File: config.mk
export PLATFORM = sky130hd
export DESIGN_NAME = rbm_top
export DESIGN_NICKNAME = d
export VERILOG_FILES = /design/src/hdl/rbm_pkg.sv /design/src/hdl/rbm_port_if.sv /design/src/hdl/rbm_port_tracker.sv /design/src/hdl/rbm_top.sv
export SDC_FILE = /design/constraint.sdc
export NUM_CORES = 1
export LEC_CHECK = 0
export ABC_AREA = 1
export BUFFER_PORTS_ARGS = -buffer_cell sky130_fd_sc_hd__buf_2
export CAP_MARGIN = 0
export CORE_UTILIZATION = 59
export DETAILED_ROUTE_END_ITERATION = 8
export PLACE_DENSITY = 0.88
export SYNTH_ARGS = -nofsm -noshare
export SYNTH_HDL_FRONTEND = slang
export SYNTH_SLANG_ARGS = --single-unit
File: constraint.sdc
create_clock -name clk -period 1.85 [get_ports clk]
set_input_delay 0.37 -clock clk [delete_from_list [all_inputs] [get_ports clk]]
set_output_delay 0.37 -clock clk [all_outputs]
set_load 0.005 [all_outputs]
File: src/hdl/rbm_pkg.sv
// Package for the ring beacon monitor: register map, field layout, timing.
// Assumes a 10 MHz system clock and a 32-bit Wishbone data path.
package rbm_pkg;

    ////////////////////////////////////////////////////////////////////////
    // Types
    typedef logic [31:0] rbm_word_t;
    typedef logic [15:0] rbm_half_t;
    typedef logic [7:0] rbm_state_t;
    typedef logic [9:0] rbm_adr_t;
    typedef logic [7:0] rbm_idx_t;
    typedef logic [3:0] rbm_evt_t;

    ////////////////////////////////////////////////////////////////////////
    // Register indices, byte address is four times the index
    localparam int WORD_LSB = 2;
    localparam rbm_idx_t IDX_CTRL = 8'h6c;
    localparam rbm_idx_t IDX_STATE_PAIR = 8'h6e;
    localparam rbm_idx_t IDX_TMO_LO = 8'h70;
    localparam rbm_idx_t IDX_TMO_HI = 8'h72;
    localparam rbm_idx_t IDX_P1_TS_LO = 8'h74;
    localparam rbm_idx_t IDX_P1_TS_HI = 8'h76;
    localparam rbm_idx_t IDX_P2_TS_LO = 8'h78;
    localparam rbm_idx_t IDX_P2_TS_HI = 8'h7a;
    localparam rbm_idx_t IDX_EVT_STATUS = 8'h90;
    localparam rbm_idx_t IDX_EVT_MASK = 8'h92;

    ////////////////////////////////////////////////////////////////////////
    // Fields
    localparam int CTRL_P1_EN_BIT = 9;
    localparam int CTRL_P2_EN_BIT = 10;
    localparam int EVT_P1_CHG = 0;
    localparam int EVT_P2_CHG = 1;
    localparam int EVT_P1_LOSS = 2;
    localparam int EVT_P2_LOSS = 3;
    localparam int EVT_W = 4;
    localparam rbm_half_t HALF_RESET = 16'h0000;
    localparam rbm_word_t WORD_RESET = 32'h0000_0000;
    localparam rbm_state_t STATE_RESET = 8'h00;
    localparam rbm_evt_t EVT_RESET = 4'h0;

    ////////////////////////////////////////////////////////////////////////
    // Timing: loss timers count at 50 MHz, clk runs at 10 MHz
    localparam int CLK_HZ = 10_000_000;
    localparam int TIMER_HZ = 50_000_000;
    localparam int TIMER_STEP = (TIMER_HZ + CLK_HZ - 1) / CLK_HZ;

endpackage

File: src/hdl/rbm_port_if.sv
// Interface between the monitor top and one per-port beacon tracker.
// Assumes both ends run on the same clock.
`timescale 1ns/1ps
interface rbm_port_if;
    import rbm_pkg::*;
    logic beacon_seen;
    logic src_match;
    logic crc_err;
    rbm_state_t state_in;
    rbm_word_t free_time;
    logic enable;
    rbm_word_t reload;
    rbm_state_t captured_state;
    rbm_word_t arrival_time;
    rbm_word_t count;
    logic state_change_evt;
    logic loss_evt;

    modport top (
        output beacon_seen, src_match, crc_err, state_in, free_time,
        output enable, reload,
        input captured_state, arrival_time, count,
        input state_change_evt, loss_evt
    );
    modport tracker (
        input beacon_seen, src_match, crc_err, state_in, free_time,
        input enable, reload,
        output captured_state, arrival_time, count,
        output state_change_evt, loss_evt
    );
endinterface

File: src/hdl/rbm_port_tracker.sv
// Per-port beacon tracker: state capture, timestamp and loss timer.
// Assumes beacon inputs are one-cycle pulses synchronous to clk.
`timescale 1ns/1ps
module rbm_port_tracker (
    input wire logic clk,
    input wire logic rstn,
    rbm_port_if.tracker p
);
    import rbm_pkg::*;

    localparam rbm_word_t STEP = rbm_word_t'(TIMER_STEP);

    logic en_q;
    logic hit;
    logic hit_ok;
    logic expire;

    assign hit = p.beacon_seen & p.src_match;
    assign hit_ok = hit & ~p.crc_err;
    assign expire = (p.count <= STEP);

    ////////////////////////////////////////////////////////////////////////
    // Capture of state and arrival time
    always_ff @(posedge clk or negedge rstn) begin
        if (!rstn) begin
            p.captured_state <= STATE_RESET;
            p.arrival_time <= WORD_RESET;
            p.state_change_evt <= 1'b0;
        end else begin
            p.state_change_evt <= hit &&
                (p.state_in != p.captured_state);
            if (hit) begin
                p.captured_state <= p.state_in;
                p.arrival_time <= p.free_time;
            end
        end
    end

    ////////////////////////////////////////////////////////////////////////
    // Loss timer, decremented by the 50 MHz ticks that fall in one clk
    always_ff @(posedge clk or negedge rstn) begin
        if (!rstn) begin
            en_q <= 1'b0;
            p.count <= WORD_RESET;
            p.loss_evt <= 1'b0;
        end else begin
            en_q <= p.enable;
            p.loss_evt <= 1'b0;
            if (!p.enable) begin
                p.count <= WORD_RESET;
            end else if (!en_q) begin
                p.count <= p.reload;
            end else if (hit_ok) begin
                p.count <= p.reload;
            end else if (expire) begin
                p.count <= p.reload;
                p.loss_evt <= 1'b1;
            end else begin
                p.count <= p.count - STEP;
            end
        end
    end
endmodule

File: src/hdl/rbm_top.sv
// Ring beacon monitor top: two port trackers behind a Wishbone slave.
// Assumes classic single-cycle Wishbone and sync beacon inputs on clk.
//
// Summary of operation
// - A read-only word at 0x6e shows port 1 state in bits 7:0 and port 2 state in bits 15:8, zero from reset.
// - A port's state byte is taken only from beacons on that port whose source matches the supervisor.
// - Any change of the port 1 state byte sets the port 1 state-change event flag.
// - Any change of the port 2 state byte sets the port 2 state-change event flag.
// - One 32-bit reload value, written as two 16-bit halves with the low half at 0x70, serves both timers.
// - Each port's loss timer is a 32-bit down counter running at 50 MHz.
// - Setting a port's timer enable loads the reload value and starts the countdown.
// - A matching beacon without CRC error reloads that port's timer.
// - When a timer reaches zero it sets that port's loss event flag and reloads.
// - A matching beacon on port 1 copies the free-running timer into the port 1 timestamp at 0x74/0x76.
// - A matching beacon on port 2 copies the free-running timer into the port 2 timestamp at 0x78/0x7a.
// - Each timer runs only while its enable bit is set.
//
// Design decision made here: the Wishbone register port.
`timescale 1ns/1ps
module rbm_top (
    input wire logic clk,
    input wire logic rstn,
    input wire logic wb_cyc_i,
    input wire logic wb_stb_i,
    input wire logic wb_we_i,
    input wire rbm_pkg::rbm_adr_t wb_adr_i,
    input wire logic [3:0] wb_sel_i,
    input wire rbm_pkg::rbm_word_t wb_dat_i,
    output rbm_pkg::rbm_word_t wb_dat_o,
    output logic wb_ack_o,
    input wire logic port1_beacon_seen,
    input wire logic port1_src_match,
    input wire logic port1_crc_err,
    input wire rbm_pkg::rbm_state_t port1_beacon_state,
    input wire logic port2_beacon_seen,
    input wire logic port2_src_match,
    input wire logic port2_crc_err,
    input wire rbm_pkg::rbm_state_t port2_beacon_state,
    input wire rbm_pkg::rbm_word_t free_run_time,
    output logic irq
);
    import rbm_pkg::*;

    ////////////////////////////////////////////////////////////////////////
    // Declarations
    rbm_port_if p1_if ();
    rbm_port_if p2_if ();

    logic req;
    logic rd_take;
    logic wr_fire;
    logic lane_lo;
    logic lane_hi;
    rbm_idx_t idx;
    rbm_word_t rd_word;
    rbm_word_t loss_reload_value;
    logic port1_loss_timer_en;
    logic port2_loss_timer_en;
    rbm_evt_t evt_status;
    rbm_evt_t evt_mask;
    rbm_evt_t evt_set;
    rbm_evt_t evt_clr;
    rbm_evt_t next_status;
    logic port1_state_change_evt;
    logic port2_state_change_evt;
    logic port1_beacon_loss_evt;
    logic port2_beacon_loss_evt;
    rbm_state_t port1_captured_state;
    rbm_state_t port2_captured_state;
    rbm_word_t port1_arrival_time;
    rbm_word_t port2_arrival_time;

    function automatic rbm_half_t merge16(
        input rbm_half_t old_v,
        input rbm_half_t new_v,
        input logic lo,
        input logic hi
    );
        rbm_half_t r;
        r = old_v;
        if (lo) begin
            r[7:0] = new_v[7:0];
        end
        if (hi) begin
            r[15:8] = new_v[15:8];
        end
        return r;
    endfunction

    ////////////////////////////////////////////////////////////////////////
    // Port trackers
    assign p1_if.beacon_seen = port1_beacon_seen;
    assign p1_if.src_match = port1_src_match;
    assign p1_if.crc_err = port1_crc_err;
    assign p1_if.state_in = port1_beacon_state;
    assign p1_if.free_time = free_run_time;
    assign p1_if.enable = port1_loss_timer_en;
    assign p1_if.reload = loss_reload_value;

    assign p2_if.beacon_seen = port2_beacon_seen;
    assign p2_if.src_match = port2_src_match;
    assign p2_if.crc_err = port2_crc_err;
    assign p2_if.state_in = port2_beacon_state;
    assign p2_if.free_time = free_run_time;
    assign p2_if.enable = port2_loss_timer_en;
    assign p2_if.reload = loss_reload_value;

    rbm_port_tracker u_port1 (
        .clk(clk),
        .rstn(rstn),
        .p(p1_if.tracker)
    );

    rbm_port_tracker u_port2 (
        .clk(clk),
        .rstn(rstn),
        .p(p2_if.tracker)
    );

    assign port1_captured_state = p1_if.captured_state;
    assign port2_captured_state = p2_if.captured_state;
    assign port1_arrival_time = p1_if.arrival_time;
    assign port2_arrival_time = p2_if.arrival_time;
    assign port1_state_change_evt = p1_if.state_change_evt;
    assign port2_state_change_evt = p2_if.state_change_evt;
    assign port1_beacon_loss_evt = p1_if.loss_evt;
    assign port2_beacon_loss_evt = p2_if.loss_evt;

    ////////////////////////////////////////////////////////////////////////
    // Wishbone slave: ack one cycle after the request, writes on the ack
    assign req = wb_cyc_i & wb_stb_i;
    assign rd_take = req & ~wb_ack_o;
    assign wr_fire = req & wb_ack_o & wb_we_i;
    assign lane_lo = wb_sel_i[0];
    assign lane_hi = wb_sel_i[1];
    assign idx = wb_adr_i[$bits(rbm_adr_t)-1:WORD_LSB];

    always_ff @(posedge clk or negedge rstn) begin
        if (!rstn) begin
            wb_ack_o <= 1'b0;
        end else begin
            wb_ack_o <= rd_take;
        end
    end

    always_comb begin
        rd_word = WORD_RESET;
        case (idx)
            IDX_CTRL: begin
                rd_word[CTRL_P1_EN_BIT] = port1_loss_timer_en;
                rd_word[CTRL_P2_EN_BIT] = port2_loss_timer_en;
            end
            IDX_STATE_PAIR: begin
                rd_word[15:0] = {port2_captured_state,
                                 port1_captured_state};
            end
            IDX_TMO_LO: rd_word[15:0] = loss_reload_value[15:0];
            IDX_TMO_HI: rd_word[15:0] = loss_reload_value[31:16];
            IDX_P1_TS_LO: rd_word[15:0] = port1_arrival_time[15:0];
            IDX_P1_TS_HI: rd_word[15:0] = port1_arrival_time[31:16];
            IDX_P2_TS_LO: rd_word[15:0] = port2_arrival_time[15:0];
            IDX_P2_TS_HI: rd_word[15:0] = port2_arrival_time[31:16];
            IDX_EVT_STATUS: rd_word[EVT_W-1:0] = evt_status;
            IDX_EVT_MASK: rd_word[EVT_W-1:0] = evt_mask;
            default: rd_word = WORD_RESET;
        endcase
    end

    always_ff @(posedge clk or negedge rstn) begin
        if (!rstn) begin
            wb_dat_o <= WORD_RESET;
        end else if (rd_take) begin
            wb_dat_o <= rd_word;
        end
    end

    ////////////////////////////////////////////////////////////////////////
    // Shared reload value and timer enables
    always_ff @(posedge clk or negedge rstn) begin
        if (!rstn) begin
            loss_reload_value <= WORD_RESET;
        end else if (wr_fire) begin
            if (idx == IDX_TMO_LO) begin
                loss_reload_value[15:0] <= merge16(loss_reload_value[15:0],
                    wb_dat_i[15:0], lane_lo, lane_hi);
            end
            if (idx == IDX_TMO_HI) begin
                loss_reload_value[31:16] <= merge16(loss_reload_value[31:16],
                    wb_dat_i[15:0], lane_lo, lane_hi);
            end
        end
    end

    always_ff @(posedge clk or negedge rstn) begin
        if (!rstn) begin
            port1_loss_timer_en <= 1'b0;
            port2_loss_timer_en <= 1'b0;
        end else if (wr_fire && idx == IDX_CTRL && lane_hi) begin
            port1_loss_timer_en <= wb_dat_i[CTRL_P1_EN_BIT];
            port2_loss_timer_en <= wb_dat_i[CTRL_P2_EN_BIT];
        end
    end

    ////////////////////////////////////////////////////////////////////////
    // Event flags: sticky, write one to clear, a new event wins
    always_comb begin
        evt_set = EVT_RESET;
        evt_set[EVT_P1_CHG] = port1_state_change_evt;
        evt_set[EVT_P2_CHG] = port2_state_change_evt;
        evt_set[EVT_P1_LOSS] = port1_beacon_loss_evt;
        evt_set[EVT_P2_LOSS] = port2_beacon_loss_evt;
        evt_clr = EVT_RESET;
        if (wr_fire && idx == IDX_EVT_STATUS && lane_lo) begin
            evt_clr = wb_dat_i[EVT_W-1:0];
        end
        next_status = (evt_status & ~evt_clr) | evt_set;
    end

    always_ff @(posedge clk or negedge rstn) begin
        if (!rstn) begin
            evt_status <= EVT_RESET;
        end else begin
            evt_status <= next_status;
        end
    end

    always_ff @(posedge clk or negedge rstn) begin
        if (!rstn) begin
            evt_mask <= EVT_RESET;
        end else if (wr_fire && idx == IDX_EVT_MASK && lane_lo) begin
            evt_mask <= wb_dat_i[EVT_W-1:0];
        end
    end

    assign irq = |(evt_status & evt_mask);
endmodule

Word-level counts from Yosys, hierarchy flattened. Index checks and enable logic that the tools add are counted.

Memories: 0. Register bits: 209. Output and inout port bits: 34. Word-level logic and storage cells: 87. Memory bits (writable): 0. ROM bits: 0. Latch bits: 0.

Divide/modulo/power cells: 0. Multipliers: 0. Equal/unequal tests: 12. Bitwise operators: 15. Reduce and logical (&&, ||, !) cells: 13. Magnitude comparators: 2. Muxes and demuxes: 21. Shifts and indexed selects: 0. Add/subtract/negate cells: 2.

Operators with widths (count): $mux W32 (8); $pmux W5 S7 (2); $eq A8 B7 Y1 const B (8); $le A32 B3 Y1 const B (2); $sub A32 B3 Y32 const B (2); $pmux W4 S9 (1); $eq A8 B8 Y1 const B (2); $ne A8 B8 Y1 (2); $pmux W2 S8 (1); $reduce_and A3 Y1 (4); $and A1 B1 Y1 (8); $and A4 B4 Y4 (2); $logic_and A1 B1 Y1 (8); $mux W1 (8); $mux W4 (1); $not A4 Y4 (1); $or A4 B4 Y4 (1); $reduce_or A4 Y1 (1); $not A1 Y1 (3).

Logic depth before layout (Yosys ltp).
Word-level depth: 9. Mapped depth: 14. Depth with buffers taken out: 14.

Cells and area by module. Synthesis repeated with hierarchy kept, for this count alone.

Cells, all modules: 1620. Area total of the unflattened synthesis: 12115.4 um2.

By module, submodules not included: rbm_port_tracker (u_port1) (seq. area each 1876.8 um2, cells each 545, area an instance 4232.8 um2, instances 1); rbm_port_tracker (u_port2) (seq. area each 1876.8 um2, cells each 531, area an instance 4205.3 um2, instances 1); rbm_top (seq. area each 1476.4 um2, cells each 544, area an instance 3677.3 um2, instances 1).

Worst setup path after synthesis. Ideal clock, no wire load.

Path kind: register to register. From: register u_port1.p.count[0]. To: register u_port1.p.count[31]. Cell stages (with the launch flop): 13. Required time: 1735 ps. Period minus slack after synthesis: 1661 ps. Setup time: 115 ps. Data arrival time: 1547 ps. Path slack: 189 ps. Cells stage by stage: dfrtp_1 inv_1 ha_1 inv_1 nand2_1 nand2_2 a21oi_1 inv_2 o21bai_4 buf_4 nand2_1 nand2_1 nor2_2.

Longest elaborated chain between the ends: 5. Elaborated cells between the ends (all ways): 6. Those cells by class: 1 x add/sub; 1 x order compare; 4 x mux.

RTL lines: start: declaration (line rbm_port_if.sv:28) `output captured_state, arrival_time, count,`; start signal: assignment (line rbm_port_tracker.sv:52) `p.count <= p.reload;`; start signal: assignment (line rbm_port_tracker.sv:54) `p.count <= p.reload;`; start signal: assignment (line rbm_port_tracker.sv:56) `p.count <= p.reload;`; $sub A32 B3 Y32 / $le A32 B3 Y1 (equally long branches) (line rbm_port_tracker.sv:59, rbm_port_tracker.sv:20); $mux W32 (*) (line rbm_port_tracker.sv:55) `end else if (expire) begin`; $mux W32 (*) (line rbm_port_tracker.sv:53) `end else if (hit_ok) begin`; $mux W32 (*) (line rbm_port_tracker.sv:51) `end else if (!en_q) begin`; $mux W32 (*) (line rbm_port_tracker.sv:49) `if (!p.enable) begin`.

Every way passes the cells marked *; elsewhere a longest branch is shown, timed or not. A chain may end at the register's enable or synchronous reset.

Worst setup path after layout.
From: register u_port1.p.count[1]. To: register u_port1.p.count[16].

Same word-level chain as after synthesis.

==> metrics.yaml <==
job:
  cap_violations: 0
floorplan:
  dieArea_sq_mm: 0.0205
  die_height_microns: 143
  core_sq_mm: 0.0195
  pin_count: 139
  start_util_pct: 60.3
  die_w_microns: 143
  floorplan.rows: 51
synth:
  synth_common_cells: "nand2_1, nor2_1, dfrtp_1, inv_1, o21ai_0"
  yosys.area.top_type_share_pct: 44.6
  avgSynthCellArea_sq_um: 6.97
  synthCells: 1682
  syn_area_sq_mm: 0.0117
  synth_edf_count: 0
  yosys.area.top_type: "dfrtp_1"
  synth-main-ff-cell: "dfrtp_1"
  ys_types: 39
  seq_area_frac_synth_pct: 44.6
  synth_seq_cells: 209
  synth_area_leaders: "dfrtp_1, nand2_1, nor2_1"
  synth-async-reset-ratio_pct: 100
  ys_warn_count: 0
  synth_most_common_cell: "nand2_1"
sta:
  drv_slew: 0
  hold_viol: 0
  fin_crit_ns: 1.91
  max_freq_ghz: 0.525
  slew_headroom_pct: 49.8
  tightest_slew_ns: 0.753
  setup_ws_ns: -0.0553
  rsz0062_at_grt: "yes"
  fin_setup_tns_ns: -0.298
  setup_violations: 16
  finClkSkew_ns: 0.0144
  min_period_over_period_pct: 103
finish:
  antennaDiodeCount: 0
  layout-drive-gt1-share_pct: 16.1
  nets: 1959
  area_growth_pct: 19.6
placed_design:
  portBuffers: 102
  dp_slack_ns: -0.263
  gp_congestion: 0.954
  hpwl_microns: 23600
setup_path:
  rrSetupSlack_ns: -0.06
  crit_type: "flip-flop to flip-flop"
  worstPathRequired_ns: 2.26
  critPathArrivalTime_ns: 2.31
  reg2reg_from: "u_port1.p.count[1]"
  start_kind: "flip-flop"
  path_max_fanout: 3
  endpoint_kind: "flip-flop"
  r2r_cells: 13
  rr_endpoint: "u_port1.p.count[16]"
power:
  ir_worst_vdd_mv: 0.744
  power.leakage_nw: 7.91
  power_density_mw_per_mm2: 730
drt:
  drt_iter0_drc: 1215
  viasPerCell: 5.48
  ant_nets: 0
  wire_per_inst_microns: 16.4
  wirelength_microns: 35000
  vias: 11700
  dr.pass1.iters: 7
  remaining_drc_errors: 0
min_path:
  hp-class: "input port to flip-flop"
  min_delay_path_depth: 3
  worstHoldEndpoint: "u_port2.p.arrival_time[23]"
  min_from: "free_run_time[23]"
clock_tree:
  cts.clk_slew.worst_paths_ns: 0.06
  clock_path_buffers: 3
  cts_tree: "done"
  clkSinkCount: 209
  cts-root-buf: "clkbuf_16"
  insertion_delay_ns: 0.52
  cts_made_buffers: 23
  cts_htree_levels: 1
grt:
  grt_pass1_wl_microns: 52900
  grt_max_degree: 82
  antenna_found_initial: 0
  gr-total-overflow: 0
  grt_usage_pct: 33.2
  grt_pass1_vias: 10800
status:
  violations: "setup timing"
  status: "finished, violations left"
flip-flops by register name, summed over array words and instances, names as in the netlist, 4 cells and up:
name and cells:
u_port1.p.captured_state 8, u_port1.p.arrival_time 32, u_port2.p.count 32, wb_dat_o 16
u_port1.p.count 32, u_port2.p.arrival_time 32, loss_reload_value 32, u_port2.p.captured_state 8
evt_mask 4, evt_status 4
what timing repair did:
action                                  4_1_cts  5_1_grt
setup buffers                                 1        9
pin swaps                                     2        6
hold endpoints to repair                     28        0
hold buffers                                  1        0
gates cloned                                  0        7
endpoints found under the setup margin       16       57
gates resized for setup                       3       43
layout make-up:
class,count,area [sq um]
multi-input combinational,1242,5630
fill,1475,5430
sequential,209,5230
timing repair buffer,189,1400
inverter,185,694
clock buffer,30,632
tap,265,332
clock inverter,11,118
power breakdown:
| group | switching (W) | leakage (nW) | internal, W |
|---|---|---|---|
| clock network | 0.00191 | 0.367 | 0.00269 |
| registers | 0.000147 | 2.75 | 0.00480 |
| logic | 0.000453 | 4.79 | 0.000242 |
| total | 0.00251 | 7.91 | 0.00774 |
layer usage:
metal  wire [microns]  GRT usage (%)
met1            14000           43.6
met2            16600           55.4
met3             2830           4.19
met4             1530           14.2
met5                0              0
cells in the final DEF, fill, tap and decap left out, drive strengths merged, types with 18 or more instances in the layout:
cell type	Yosys	routed
xnor2	18	18
buf	54	184
nand4	29	29
nand3	51	51
inv	185	187
nand2	620	623
xor2	22	22
o21ai	124	124
clkbuf	11	34
nor2	314	315
dfrtp	209	209
cell families (layout without fill, tap and decap cells):
logic type / count (synthesis) / after routing / share of synthesized area, %
adders and majority gates: 4 / 4 / 0.427
other: 1 / 16 / 0.0320
DFF: 209 / 209 / 44.6
buffers and inverters: 250 / 415 / 9.63
xor gates and xnor gates: 40 / 40 / 2.99
and+or+nand+nor: 1029 / 1033 / 35.7
AOI/OAI and AO/OA: 149 / 149 / 6.61
per-stage QoR:
step	total power, W	std cells	area (sq um)	util, %	hold WS [ns]
2_1_floorplan	0.00535	1697	11800	-	0.0744
3_3_place_gp	0.00566	2072	12900	66.3	0.305
3_5_place_dp	0.00570	2072	12900	66.3	0.309
4_1_cts	0.0102	2115	13700	70.3	0.114
5_1_grt	0.0106	2131	14000	72.1	0.132
6_report	0.0102	2131	14000	72.1	0.118
worst max path at each step:
stage                        start  slack [ns]                   to  depth (start not counted)
6_report        u_port1.p.count[1]       -0.06  u_port1.p.count[16]                         13
5_1_grt         u_port1.p.count[1]       -0.13   u_port1.p.count[8]                         13
4_1_cts        u_port1.p.count[13]       0.003  u_port1.p.count[31]                         11
3_5_place_dp    u_port1.p.count[0]       -0.26   u_port1.p.count[3]                         10
3_3_place_gp    u_port1.p.count[0]       -0.14  u_port1.p.count[31]                         10
2_1_floorplan   u_port1.p.count[0]        0.19  u_port1.p.count[31]                         12
worst max-delay path, cell delays in order (launching register included):
cell	delay (ns)
dfrtp_1	0.39
inv_2	0.11
ha_4	0.16
inv_1	0.06
nand2_1	0.07
nand2_2	0.08
a21oi_4	0.18
inv_2	0.08
o21bai_4	0.19
buf_6	0.16
buf_4	0.12
nand2_1	0.07
nand2_1	0.09
nor2_1	0.04
No activity file was read; power rests on OpenSTA's default activity.
